**src/dac_ctrl_pkg.sv**
```systemverilog
// package with register map, field layout and carrier types of the converter control block
package dac_ctrl_pkg;
   localparam int          NUM_CHAN      = 2;
   localparam int          CODE_W        = 8;
   localparam int          ADDR_W        = 16;
   localparam int          LADDER_STEPS  = 256;
   // control register at its printed offset; channel registers sit below it
   localparam logic [15:0] OFS_CONTROL   = 16'h00DC;
   localparam logic [15:0] OFS_CODE0     = 16'h00D8;
   localparam logic [15:0] OFS_CODE1     = 16'h00D9;
   localparam int          EN0_BIT       = 0;
   localparam int          EN1_BIT       = 1;
   localparam logic [7:0]  CONTROL_RESET = 8'h00;
   localparam logic [7:0]  CONTROL_MASK  = 8'h03;
   localparam logic [7:0]  CODE_RESET    = 8'h00;

   typedef struct packed {
      logic [ADDR_W-1:0] adr;
      logic [7:0]        dat;
      logic              we;
      logic              sel;
      logic              cyc;
      logic              stb;
   } wb_req_t;

   typedef struct packed {
      logic [7:0] code;
      logic       enable;
      logic       start;
   } chan_drive_t;
endpackage

```
**src/dac_channel.sv**
```systemverilog
// one converter channel: holds the code, drives the ladder select and pin gate
`timescale 1ns/100ps
module dac_channel #(
   parameter int CODE_W = 8
) (
   input  wire logic              clk,
   input  wire logic              resetn,
   input  wire logic              load,
   input  wire logic [CODE_W-1:0] load_code,
   input  wire logic              enable,
   output logic [CODE_W-1:0]      code,
   output logic [CODE_W-1:0]      ladder_code,
   output logic                   out_enable,
   output logic                   conv_start
);
   typedef struct packed {
      logic [CODE_W-1:0] code;
      logic [CODE_W-1:0] ladder;
      logic              oe;
      logic              start;
   } chan_state_t;

   chan_state_t state_reg;
   chan_state_t state_next;

   always_comb begin
      state_next       = state_reg;
      state_next.start = 1'b0;
      if (load) begin
         state_next.code  = load_code;
         state_next.start = 1'b1;
      end
      // unsigned code picks tap n of the ladder, level = vref*n/256
      state_next.ladder = state_next.code;
      state_next.oe     = enable;
   end

   always_ff @(posedge clk or negedge resetn) begin
      if (!resetn) begin
         state_reg <= '0;
      end else begin
         state_reg <= state_next;
      end
   end

   assign code        = state_reg.code;
   assign ladder_code = state_reg.ladder;
   assign out_enable  = state_reg.oe;
   assign conv_start  = state_reg.start;
endmodule

```
**src/dual_dac_control_regs.sv**
```systemverilog
// top: wishbone slave with control and code registers of the dual converter
`timescale 1ns/100ps
module dual_dac_control_regs #(
   parameter int NUM_CHAN = 2,
   parameter int CODE_W   = 8
) (
   input  wire logic                                  clk,
   input  wire logic                                  resetn,
   input  wire logic [15:0]                           wb_adr_i,
   input  wire logic [7:0]                            wb_dat_i,
   input  wire logic                                  wb_we_i,
   input  wire logic                                  wb_sel_i,
   input  wire logic                                  wb_cyc_i,
   input  wire logic                                  wb_stb_i,
   output logic [7:0]                                 wb_dat_o,
   output logic                                       wb_ack_o,
   output logic [NUM_CHAN-1:0][CODE_W-1:0]            ladder_code,
   output logic [NUM_CHAN-1:0]                        chan_output_enable,
   output logic [NUM_CHAN-1:0]                        conv_start
);
   typedef struct packed {
      logic [7:0] control;
      logic [7:0] rdata;
      logic       ack;
   } top_state_t;

   top_state_t                        state_reg;
   top_state_t                        state_next;
   dac_ctrl_pkg::wb_req_t             req;
   logic                              access;
   logic                              wr;
   logic [NUM_CHAN-1:0]               load;
   logic [NUM_CHAN-1:0][CODE_W-1:0]   code;

   assign req.adr = wb_adr_i;
   assign req.dat = wb_dat_i;
   assign req.we  = wb_we_i;
   assign req.sel = wb_sel_i;
   assign req.cyc = wb_cyc_i;
   assign req.stb = wb_stb_i;

   // one ack per request; ack drops the cycle after it was given
   assign access = req.cyc && req.stb && !state_reg.ack;
   assign wr     = access && req.we && req.sel;

   assign load[0] = wr && (req.adr == dac_ctrl_pkg::OFS_CODE0);
   assign load[1] = wr && (req.adr == dac_ctrl_pkg::OFS_CODE1);

   always_comb begin
      state_next       = state_reg;
      state_next.ack   = access;
      state_next.rdata = 8'h00;
      if (wr && req.adr == dac_ctrl_pkg::OFS_CONTROL) begin
         // upper bits are not stored and read as zero
         state_next.control = req.dat & dac_ctrl_pkg::CONTROL_MASK;
      end
      if (access && !req.we) begin
         unique case (req.adr)
            dac_ctrl_pkg::OFS_CONTROL:
               state_next.rdata = state_reg.control
                                  & dac_ctrl_pkg::CONTROL_MASK;
            dac_ctrl_pkg::OFS_CODE0:
               state_next.rdata = code[0];
            dac_ctrl_pkg::OFS_CODE1:
               state_next.rdata = code[1];
            default:
               state_next.rdata = 8'h00;
         endcase
      end
   end

   always_ff @(posedge clk or negedge resetn) begin
      if (!resetn) begin
         state_reg.control <= dac_ctrl_pkg::CONTROL_RESET;
         state_reg.rdata   <= 8'h00;
         state_reg.ack     <= 1'b0;
      end else begin
         state_reg <= state_next;
      end
   end

   // channels are separate instances sharing nothing but the bus decode
   genvar gi;
   generate
      for (gi = 0; gi < NUM_CHAN; gi++) begin : g_chan
         dac_channel #(
            .CODE_W (CODE_W)
         ) u_chan (
            .clk         (clk),
            .resetn      (resetn),
            .load        (load[gi]),
            .load_code   (req.dat[CODE_W-1:0]),
            .enable      (state_reg.control[gi]),
            .code        (code[gi]),
            .ladder_code (ladder_code[gi]),
            .out_enable  (chan_output_enable[gi]),
            .conv_start  (conv_start[gi])
         );
      end
   endgenerate

   assign wb_dat_o = state_reg.rdata;
   assign wb_ack_o = state_reg.ack;
endmodule

```
**config.mk**
```make
export PLATFORM = sky130hd
export DESIGN_NAME = dual_dac_control_regs
export DESIGN_NICKNAME = d
export VERILOG_FILES = /design/src/dac_ctrl_pkg.sv /design/src/dac_channel.sv /design/src/dual_dac_control_regs.sv
export SDC_FILE = /design/constraint.sdc
export NUM_CORES = 1
export LEC_CHECK = 0
export BUFFER_PORTS_ARGS = -buffer_cell sky130_fd_sc_hd__buf_2
export CORE_MARGIN = 2
export CORE_UTILIZATION = 39
export DETAILED_ROUTE_END_ITERATION = 6
export GPL_TIMING_DRIVEN = 0
export PLACE_DENSITY = 0.68
export SLEW_MARGIN = 5
export SYNTH_ARGS = -nofsm -noshare
export SYNTH_HDL_FRONTEND = slang
export SYNTH_SLANG_ARGS = --single-unit
```
**constraint.sdc**
```tcl
create_clock -name clk -period 4.3 [get_ports clk]
set_input_delay 0.43 -clock clk [delete_from_list [all_inputs] [get_ports clk]]
set_output_delay 0.43 -clock clk [all_outputs]
set_load 0.02 [all_outputs]
```
Word-level counts from Yosys, hierarchy flattened
Index checks and enable logic that the tools add are counted.
{"block": "word_totals", "out_inout_bits": 29, "wordCells": 26, "ff_bits": 31, "input_bits": 30}
{"block": "op_classes", "n_eq_ne": 3, "mux": 4, "n_reduce_logical": 10}
{"cell": "equality test 16 x 8 -> 1 bit, second input constant", "count": 3}
{"cell": "one-hot mux 8 bit (3 select lines)", "count": 1}
{"cell": "logical AND 1 bit", "count": 8}
{"cell": "2-to-1 mux 8 bit", "count": 1}
{"cell": "zero test 1 bit", "count": 2}
{"cell": "2-to-1 mux 1 bit", "count": 2}

Logic depth before layout (Yosys ltp)
Gate-level depths: netlist of the first run.
{"block": "depth", "word_depth": 6, "depth_mapped": 5, "depth_no_buf": 4}

By module
Synthesis of the first run repeated with hierarchy kept, for this count alone.
{"block": "hier_totals", "hier_cells": 114, "area_unflattened_um2": 1541.5}
{"mod": "dac_channel", "area_each_um2": 441.7, "seq_area_each_um2": 250.2, "instances": 2, "cells_per_inst": 27}
{"mod": "dual_dac_control_regs", "area_each_um2": 658.1, "seq_area_each_um2": 275.3, "instances": 1, "cells_per_inst": 60}

Worst setup path after synthesis of the first run
Ideal clock, no wire load.
{"block": "synth_timing", "path_type": "input to register", "start": "in wb_adr_i[13]", "end": "reg g_chan[1].u_chan.state_reg, in the netlist g_chan[1].u_chan.code[0]", "cell_stages": 5, "slack_ps": 2204, "arrival_ps": 1971, "setup_ps": 125, "required_ps": 4175, "cell_sequence": "or4_4 nor4_2 and4_1 buf_6 mux2_4"}
{"block": "synth_via", "elab_chain_cells": 2}
{"item": "start: declaration", "line_no": "dual_dac_control_regs.sv:9", "text": "input wire logic [15:0] wb_adr_i,"}
{"item": "equality test 16 x 8 -> 1 bit", "line_no": "dual_dac_control_regs.sv:47", "text": "assign load[1] = wr && (req.adr == dac_ctrl_pkg::OFS_CODE1);"}
{"item": "logical AND 1 bit", "line_no": "dual_dac_control_regs.sv:47"}
{"item": "net g_chan[1].u_chan.load", "line_no": "dac_channel.sv:8", "text": "input wire logic load,"}
{"item": "end signal: assignment", "line_no": "dac_channel.sv:42", "text": "state_reg <= state_next;"}
{"item": "end: declaration", "line_no": "dac_channel.sv:23", "text": "chan_state_t state_reg;"}
The timed path passes the listed nets, and every way through them passes these cells.
A chain may end at the register's enable or synchronous reset.

Worst setup path in the final report of the first run
{"block": "layout_timing", "start": "in wb_adr_i[13]", "end": "reg g_chan[1].u_chan.state_reg, in the netlist g_chan[1].u_chan.code[5]"}
The elaborated chain is that of the path after synthesis.

==> results.md, run 1 <==
* Outcome: finished, final reports clean
* Area of the mapped netlist at 1320 µm²
* Final Non-Filler Cells at 208
* PortBufs at 58
* CP max FO at 9
* Yosys reg bits at 31
* Worst EP required at 4510 ps
* Top cells by count, synth: dfrtp_1 (31), nor2_1 (13), mux2_2 (8), mux2_4 (8), mux2i_1 (8)
* Final WL at 2800 µm
* Nets@finish at 191
* Drt initial violations at 25
* Largest net degree at the start of global routing at 32
* Syn Area/Cell at 13.8 µm²
* Syn nets at 126
* Worst min-delay path category: input port to asynchronous set/reset pin
* Main flop type after synthesis: dfrtp_1
* Final ANT Viol Nets at 0
* Height of the die at 62.2 µm
* Post-synthesis sequential area ratio at 0.587
* Fmax achieved at 0.498 GHz
* Crit path DAT at 2210 ps
* Max Buffers Root-to-Sink at 2
* Core Area at 3280 µm²
* Post-synth EDFFs at 0
* Dpl cells at 200
* Vias in the first global route at 1061
* Number of I/O pins at 59
* Total Routing Usage GR at 0.163
* Post-synth cell types at 23
* Synth top area cells: dfrtp_1 (59%), mux2_4 (9.1%), mux2_2 (6.8%), mux2i_1 (6.1%), nor2_1 (3.7%)
* Critical Path Source Type: input port
* Cts bufs inserted at 5
* CTS Sinks at 31
* Layout overhead on the synthesized area at 31.5%
* Setup TNS at 0 ps
* Warning count from the yosys run at 0
* Initial Utilization at 0.403
* Hold Vio Cnt, Final at 0
* Share of cells above drive strength 1 at 0.556
* R2R depth at 4
* Hpwl dp at 2100 µm
* Post-CTS Resized at 0
* Synth top area share at 0.587
* Ant diodes at 0
* Slew HR at 0.563
* Hold_buf cts at 0
* Count of endpoints failing setup in the final report at 0
* Max FFs per register at 16
* Mapped Cells at 96
* Leakage dissipation at 0.982 nW
* Pwr dens at 295 nW/µm²
* Clock Skews at 5.46 ps
* Avg Vias per Cell at 4.75
* GR Overflow Total at 0
* Top-count cell post-synth: dfrtp_1
* CTS tree: built
* Overall die area at 3870 µm²
* Antenna violations before repair at 0
* Slew Limit Fails at 0
* Worst skew pair latency at 320 ps
* Worst vdd ir at 127 µV
* Die W at 62.2 µm
* Num rows at 21
* First-pass GRT wire length at 4780 µm
* Drc violations at 0
* Post-synth ARST share at 1.00
* Drt first pass iters at 4
* Fillers at 288
* Root buf cell: clkbuf_4
* Worst Max-Slew Pin Slew at 655 ps
* Hold Worst Slack at 126 ps
* Tmin final at 2010 ps
* Fin crit share at 0.467
* Post-CTS setup buffer count at 0
* Setup CP Type: input port to register
* RSZ-0062 raised after global routing: no
* Htree depth at 2
* Cell taking the most area after synthesis: dfrtp_1
* Clock transition at the registers of the reported paths at 90 ps
* Nature of the critical path endpoint: register
* Routed wire length per instance at 13.4 µm
* Gpl congestion at 0.789
* Max Cap Violations at 0
* Vias at 988
## worst max-delay path, stage by stage
cell    delay, ps
buf_2         100
or4_4         550
nor4_2        380
and4_1        260
buf_6         180
mux2_4        310
## area by class of cell
| type | instances | area, µm² | area share |
|---|---|---|---|
| Inverter | 1 | 3.75 | 0.00216 |
| Sequential cell | 31 | 776 | 0.446 |
| Multi-Input combinational cell | 58 | 497 | 0.286 |
| Tap cell | 46 | 57.6 | 0.0331 |
| Timing Repair Buffer | 58 | 290 | 0.167 |
| Clock buffer | 8 | 68.8 | 0.0396 |
| Buffer | 6 | 46.3 | 0.0266 |
## cells in the final DEF (no fill, tap or decap), types with 2 or more instances in the layout
| master | count |
|---|---|
| nand2_1 | 2 |
| or4_4 | 2 |
| mux2_1 | 2 |
| mux2_4 | 8 |
| buf_4 | 4 |
| nor2_1 | 13 |
| mux2i_1 | 8 |
| mux2_2 | 8 |
| clkbuf_8 | 2 |
| buf_2 | 59 |
| dfrtp_1 | 31 |
| clkbuf_4 | 5 |
| nand4_1 | 3 |
| a21oi_1 | 3 |
## per-stage QoR
| stage | util | instance area [µm²] | power, W | setup WS (ps) |
|---|---|---|---|---|
| 2_1_floorplan | - | 1320 | 0.000306 | 2200 |
| 3_3_place_gp | 0.509 | 1670 | 0.000328 | 1970 |
| 3_5_place_dp | 0.509 | 1670 | 0.000330 | 1930 |
| 4_1_cts | 0.530 | 1740 | 0.000520 | 2290 |
| 5_1_grt | 0.530 | 1740 | 0.000539 | 2270 |
| 6_report | 0.530 | 1740 | 0.000512 | 2290 |
## where the power goes
part / internal, W / switching (W) / total [W]
clock: 0.0000961 / 0.0000927 / 0.000189
sequential: 0.000292 / 0.000000389 / 0.000292
combinational: 0.0000139 / 0.0000175 / 0.0000313
total: 0.000402 / 0.000111 / 0.000512
## final timing paths
| check | slack [ps] | startpoint | endpoint |
|---|---|---|---|
| hold / removal | 130 | resetn | g_chan[0].u_chan.conv_start |
| setup / recovery | 2290 | wb_adr_i[13] | g_chan[1].u_chan.code[5] |
| min in group clk | 350 | wb_dat_i[6] | g_chan[1].u_chan.code[6] |
| setup reg to reg | 2490 | wb_ack_o | g_chan[0].u_chan.code[1] |
| hold reg to reg | 410 | state_reg[9] | g_chan[0].u_chan.out_enable |
| max in group asynchronous | 3740 | resetn | g_chan[1].u_chan.code[2] |
## routing by layer
metal  share of wire  wire length [µm]  vias to the layer above  track usage
met3           0.052               146                        4       0.0580
li1                -                 -                      468            -
met4           0.013                36                        0       0.0833
met5               0                 0                        -            0
met2            0.56              1570                       27        0.306
met1            0.37              1040                      489        0.154
## cell families after synthesis
group | count (synthesis) | share of synthesized area
flops | 31 | 0.587
simple gates | 29 | 0.128
mux | 26 | 0.237
buf+inv | 7 | 0.0378
compound gates | 3 | 0.0113
Note: power is estimated with default switching activity, not from simulation.
==> run 2: changes to the inputs <==
Settings changed: ABC_AREA set to 1, PLACE_DENSITY 0.68 to 0.66.
Clock period 4.3 ns to 1.9 ns, I/O delays scaled along.
==> results.md, run 2 <==
* Worst min-delay path category: input port to register
* Worst EP required at 2060 ps (-2450 ps)
* CP max FO at 10 (+1)
* RSZ-0062 raised after global routing: no
* Post-place setup slack at 527 ps (-1410 ps)
* Outcome: finished, final reports clean
* Nature of the critical path endpoint: register
* Top-count cell post-synth: nand2_1
* Max Buffers Root-to-Sink at 2 (unchanged)
* CTS Sinks at 31 (unchanged)
* Drc violations at 0 (unchanged)
* Cts bufs inserted at 5 (unchanged)
* PortBufs at 58 (unchanged)
* Number of I/O pins at 59 (unchanged)
* Area of the mapped netlist at 1520 µm² (+15%)
* Critical Path Source Type: register
* Vias in the first global route at 1184 (+12%)
* Clock network power share at 0.389 (+0.020)
* Final Util at 0.529 (-0.000904)
* Gpl congestion at 0.742 (-5.9%)
* Hold Vio Cnt, Final at 0 (unchanged)
* Clock transition at the registers of the reported paths at 60 ps (-30 ps)
* Main flop type after synthesis: dfrtp_1
* Post-synth EDFFs at 0 (unchanged)
* Max incr delay on CP at 400 ps (-150 ps)
* Post-synthesis sequential area ratio at 0.509 (-0.0771)
* Warning count from the yosys run at 0 (unchanged)
* Antenna violations before repair at 0 (unchanged)
* Yosys reg bits at 31 (unchanged)
* Overall die area at 4420 µm² (+14%)
* Mapped Cells at 173 (+80%)
* Avg Vias per Cell at 4.23 (-11%)
* Hpwl dp at 2330 µm (+11%)
* Worst Max-Slew Pin Slew at 677 ps (+21.8 ps)
* Height of the die at 66.5 µm (+6.8%)
* Syn nets at 203 (+61%)
* CTS tree: built
* Layout overhead on the synthesized area at 29.0%
* Fmax achieved at 0.722 GHz
* Final setup margin at 514 ps (-1780 ps)
* First-pass GRT wire length at 5300 µm (+11%)
* Worst path cell trace: nor2_4 -> nand3_2 -> inv_1 -> nand3_2 -> buf_6 -> nand2_1 -> o21ai_2
* Syn Area/Cell at 8.80 µm² (-36%)
* Logic pwr share at 0.064 (+0.003)
* Vias at 1218 (+23%)
* Hold Worst Slack at 137 ps (+11.1 ps)
* Share of cells above drive strength 1 at 0.413 (-0.143)
* Setup CP Type: register to register
* Total Routing Usage GR at 0.160 (-0.00267)
* Most frequent CP cell: nand3_2
* Count of endpoints failing setup in the final report at 0 (unchanged)
* Drt first pass iters at 4 (unchanged)
* Top cells by count, synth: nand2_1 (46), dfrtp_1 (31), nor2_1 (19), nand3_1 (17), inv_1 (16)
* Post-CTS setup buffer count at 0 (unchanged)
* Routed wire length per instance at 10.5 µm (-22%)
* Final ANT Viol Nets at 0 (unchanged)
* Seq pwr share at 0.546 (-0.024)
* GR Overflow Total at 0 (unchanged)
* Net Sw Frac at 0.217 (+0.00135)
* Worst skew pair latency at 270 ps (-50 ps)
* Max Cap Violations at 0 (unchanged)
* Num rows at 22 (+4.8%)
* Setup TNS at 0 ps (unchanged)
* Leakage dissipation at 1.18 nW (+21%)
* Fin crit share at 0.729
* Initial Utilization at 0.410 (+0.00710)
* Most frequent cells in the layout: buf_2 (58), nand2_1 (46), dfrtp_1 (31)
* Commonest non-fill, non-tap cell in the layout: buf_2
* Post-synth ARST share at 1.00 (unchanged)
* Max FFs per register at 16 (unchanged)
* Synth top area cells: dfrtp_1 (51%), nand2_1 (11%), nand3_1 (5.6%), nor2_1 (4.7%), nor2_4 (4.4%)
* Final WL at 3010 µm (+7.7%)
* Post-synth cell types at 16 (-30%)
* Nets@finish at 269 (+41%)
* Worst-path cell with the longest stage delay: dfrtp_1
* Root buf cell: clkbuf_8
* Drt initial violations at 27 (+8.0%)
* Crit path DAT at 1550 ps (-660 ps)
* Clock Skews at 3.60 ps (-1.87 ps)
* Ant diodes at 0 (unchanged)
* Fillers at 393 (+36%)
* Largest net degree at the start of global routing at 32 (unchanged)
* Synth top area share at 0.509 (-0.0771)
* Htree depth at 2 (unchanged)
* Worst vdd ir at 511 µV (+300%)
* Pwr dens at 617 nW/µm² (+110%)
* Cell taking the most area after synthesis: dfrtp_1
* Slew Limit Fails at 0 (unchanged)
* Slew HR at 0.549 (-0.0146)
* P_sw at 0.000263 W (+140%)
* Core Area at 3720 µm² (+13%)
* Internal power at 0.000949 W (+140%)
* Die W at 66.5 µm (+6.8%)
* Tmin final at 1390 ps
==> run 2: changes by cell type after synthesis, moves of 9 or more <==
cell     change
inv_1       +15
nand2_1     +44
nand3_1     +17
o21ai_1      +9
==> run 2: power by group through the flow <==
stage                     Combinational [W]  Clock [W]  Sequential (W)
after floorplan                   0.0000244          0        0.000676
after global placement            0.0000772          0        0.000675
after detailed placement          0.0000784          0        0.000675
after CTS                         0.0000800   0.000487        0.000663
after global routing              0.0000902   0.000523        0.000662
final                             0.0000779   0.000472        0.000663
==> run 2: logic make-up after synthesis <==
| group | count (synthesis) | share of synthesized area |
|---|---|---|
| AOI/OAI and AO/OA | 12 | 0.0468 |
| buffers and inverters | 26 | 0.0912 |
| DFF | 31 | 0.509 |
| and+or+nand+nor | 104 | 0.353 |
==> run 2: per-layer routing <==
layer,global-route usage,part of all wire,up-vias
met5,0,0,-
li1,-,-,662
met3,0.0389,0.045,4
met1,0.204,0.48,523
met4,0.0485,0.012,0
met2,0.268,0.46,29
==> run 2: final cells by class <==
| cell class | instances | area (µm²) | share of cell area |
|---|---|---|---|
| Buffer | 8 | 71.3 | 0.0363 |
| Clock buffer | 7 | 76.3 | 0.0389 |
| Timing Repair Buffer | 59 | 300 | 0.153 |
| Inverter | 18 | 67.6 | 0.0344 |
| Sequential cell | 31 | 776 | 0.395 |
| Clock inverter | 1 | 5.00 | 0.00255 |
| Multi-Input combinational cell | 116 | 608 | 0.310 |
| Tap cell | 48 | 60.1 | 0.0306 |
==> run 2: per-stage QoR <==
step	std cells	area, µm²	total power, W
after floorplan	173	1520	0.000701
after global placement	279	1870	0.000752
after detailed placement	279	1870	0.000753
after CTS	288	1960	0.00123
after global routing	288	1960	0.00127
final	288	1960	0.00121
==> run 2: final timing paths <==
kind                       depth (start not counted)                     endpoint         start  slack [ps]
max                                                7     g_chan[1].u_chan.code[1]      wb_ack_o         510
min                                                3     g_chan[0].u_chan.code[1]   wb_dat_i[1]         140
max reg2reg                                        7     g_chan[1].u_chan.code[1]      wb_ack_o         510
min reg2reg                                        0  g_chan[0].u_chan.out_enable  state_reg[9]         410
max in group asynchronous                          2     g_chan[1].u_chan.code[1]        resetn         970
min in group asynchronous                          2     g_chan[1].u_chan.code[4]        resetn         490
==> run 2: repair_timing <==
item / CTS / global route
setup endpoints to repair: 0 / 0
gates resized for setup: 0 / 0
endpoints found under the hold margin: 31 / 0
hold buffers: 1 / 0
==> run 2: worst max-delay path, delay by kind of cell (launching register included) <==
family,cells,cell delay [ps]
simple gates,4,500
buf+inv,2,330
compound gates,1,50
flops,1,400
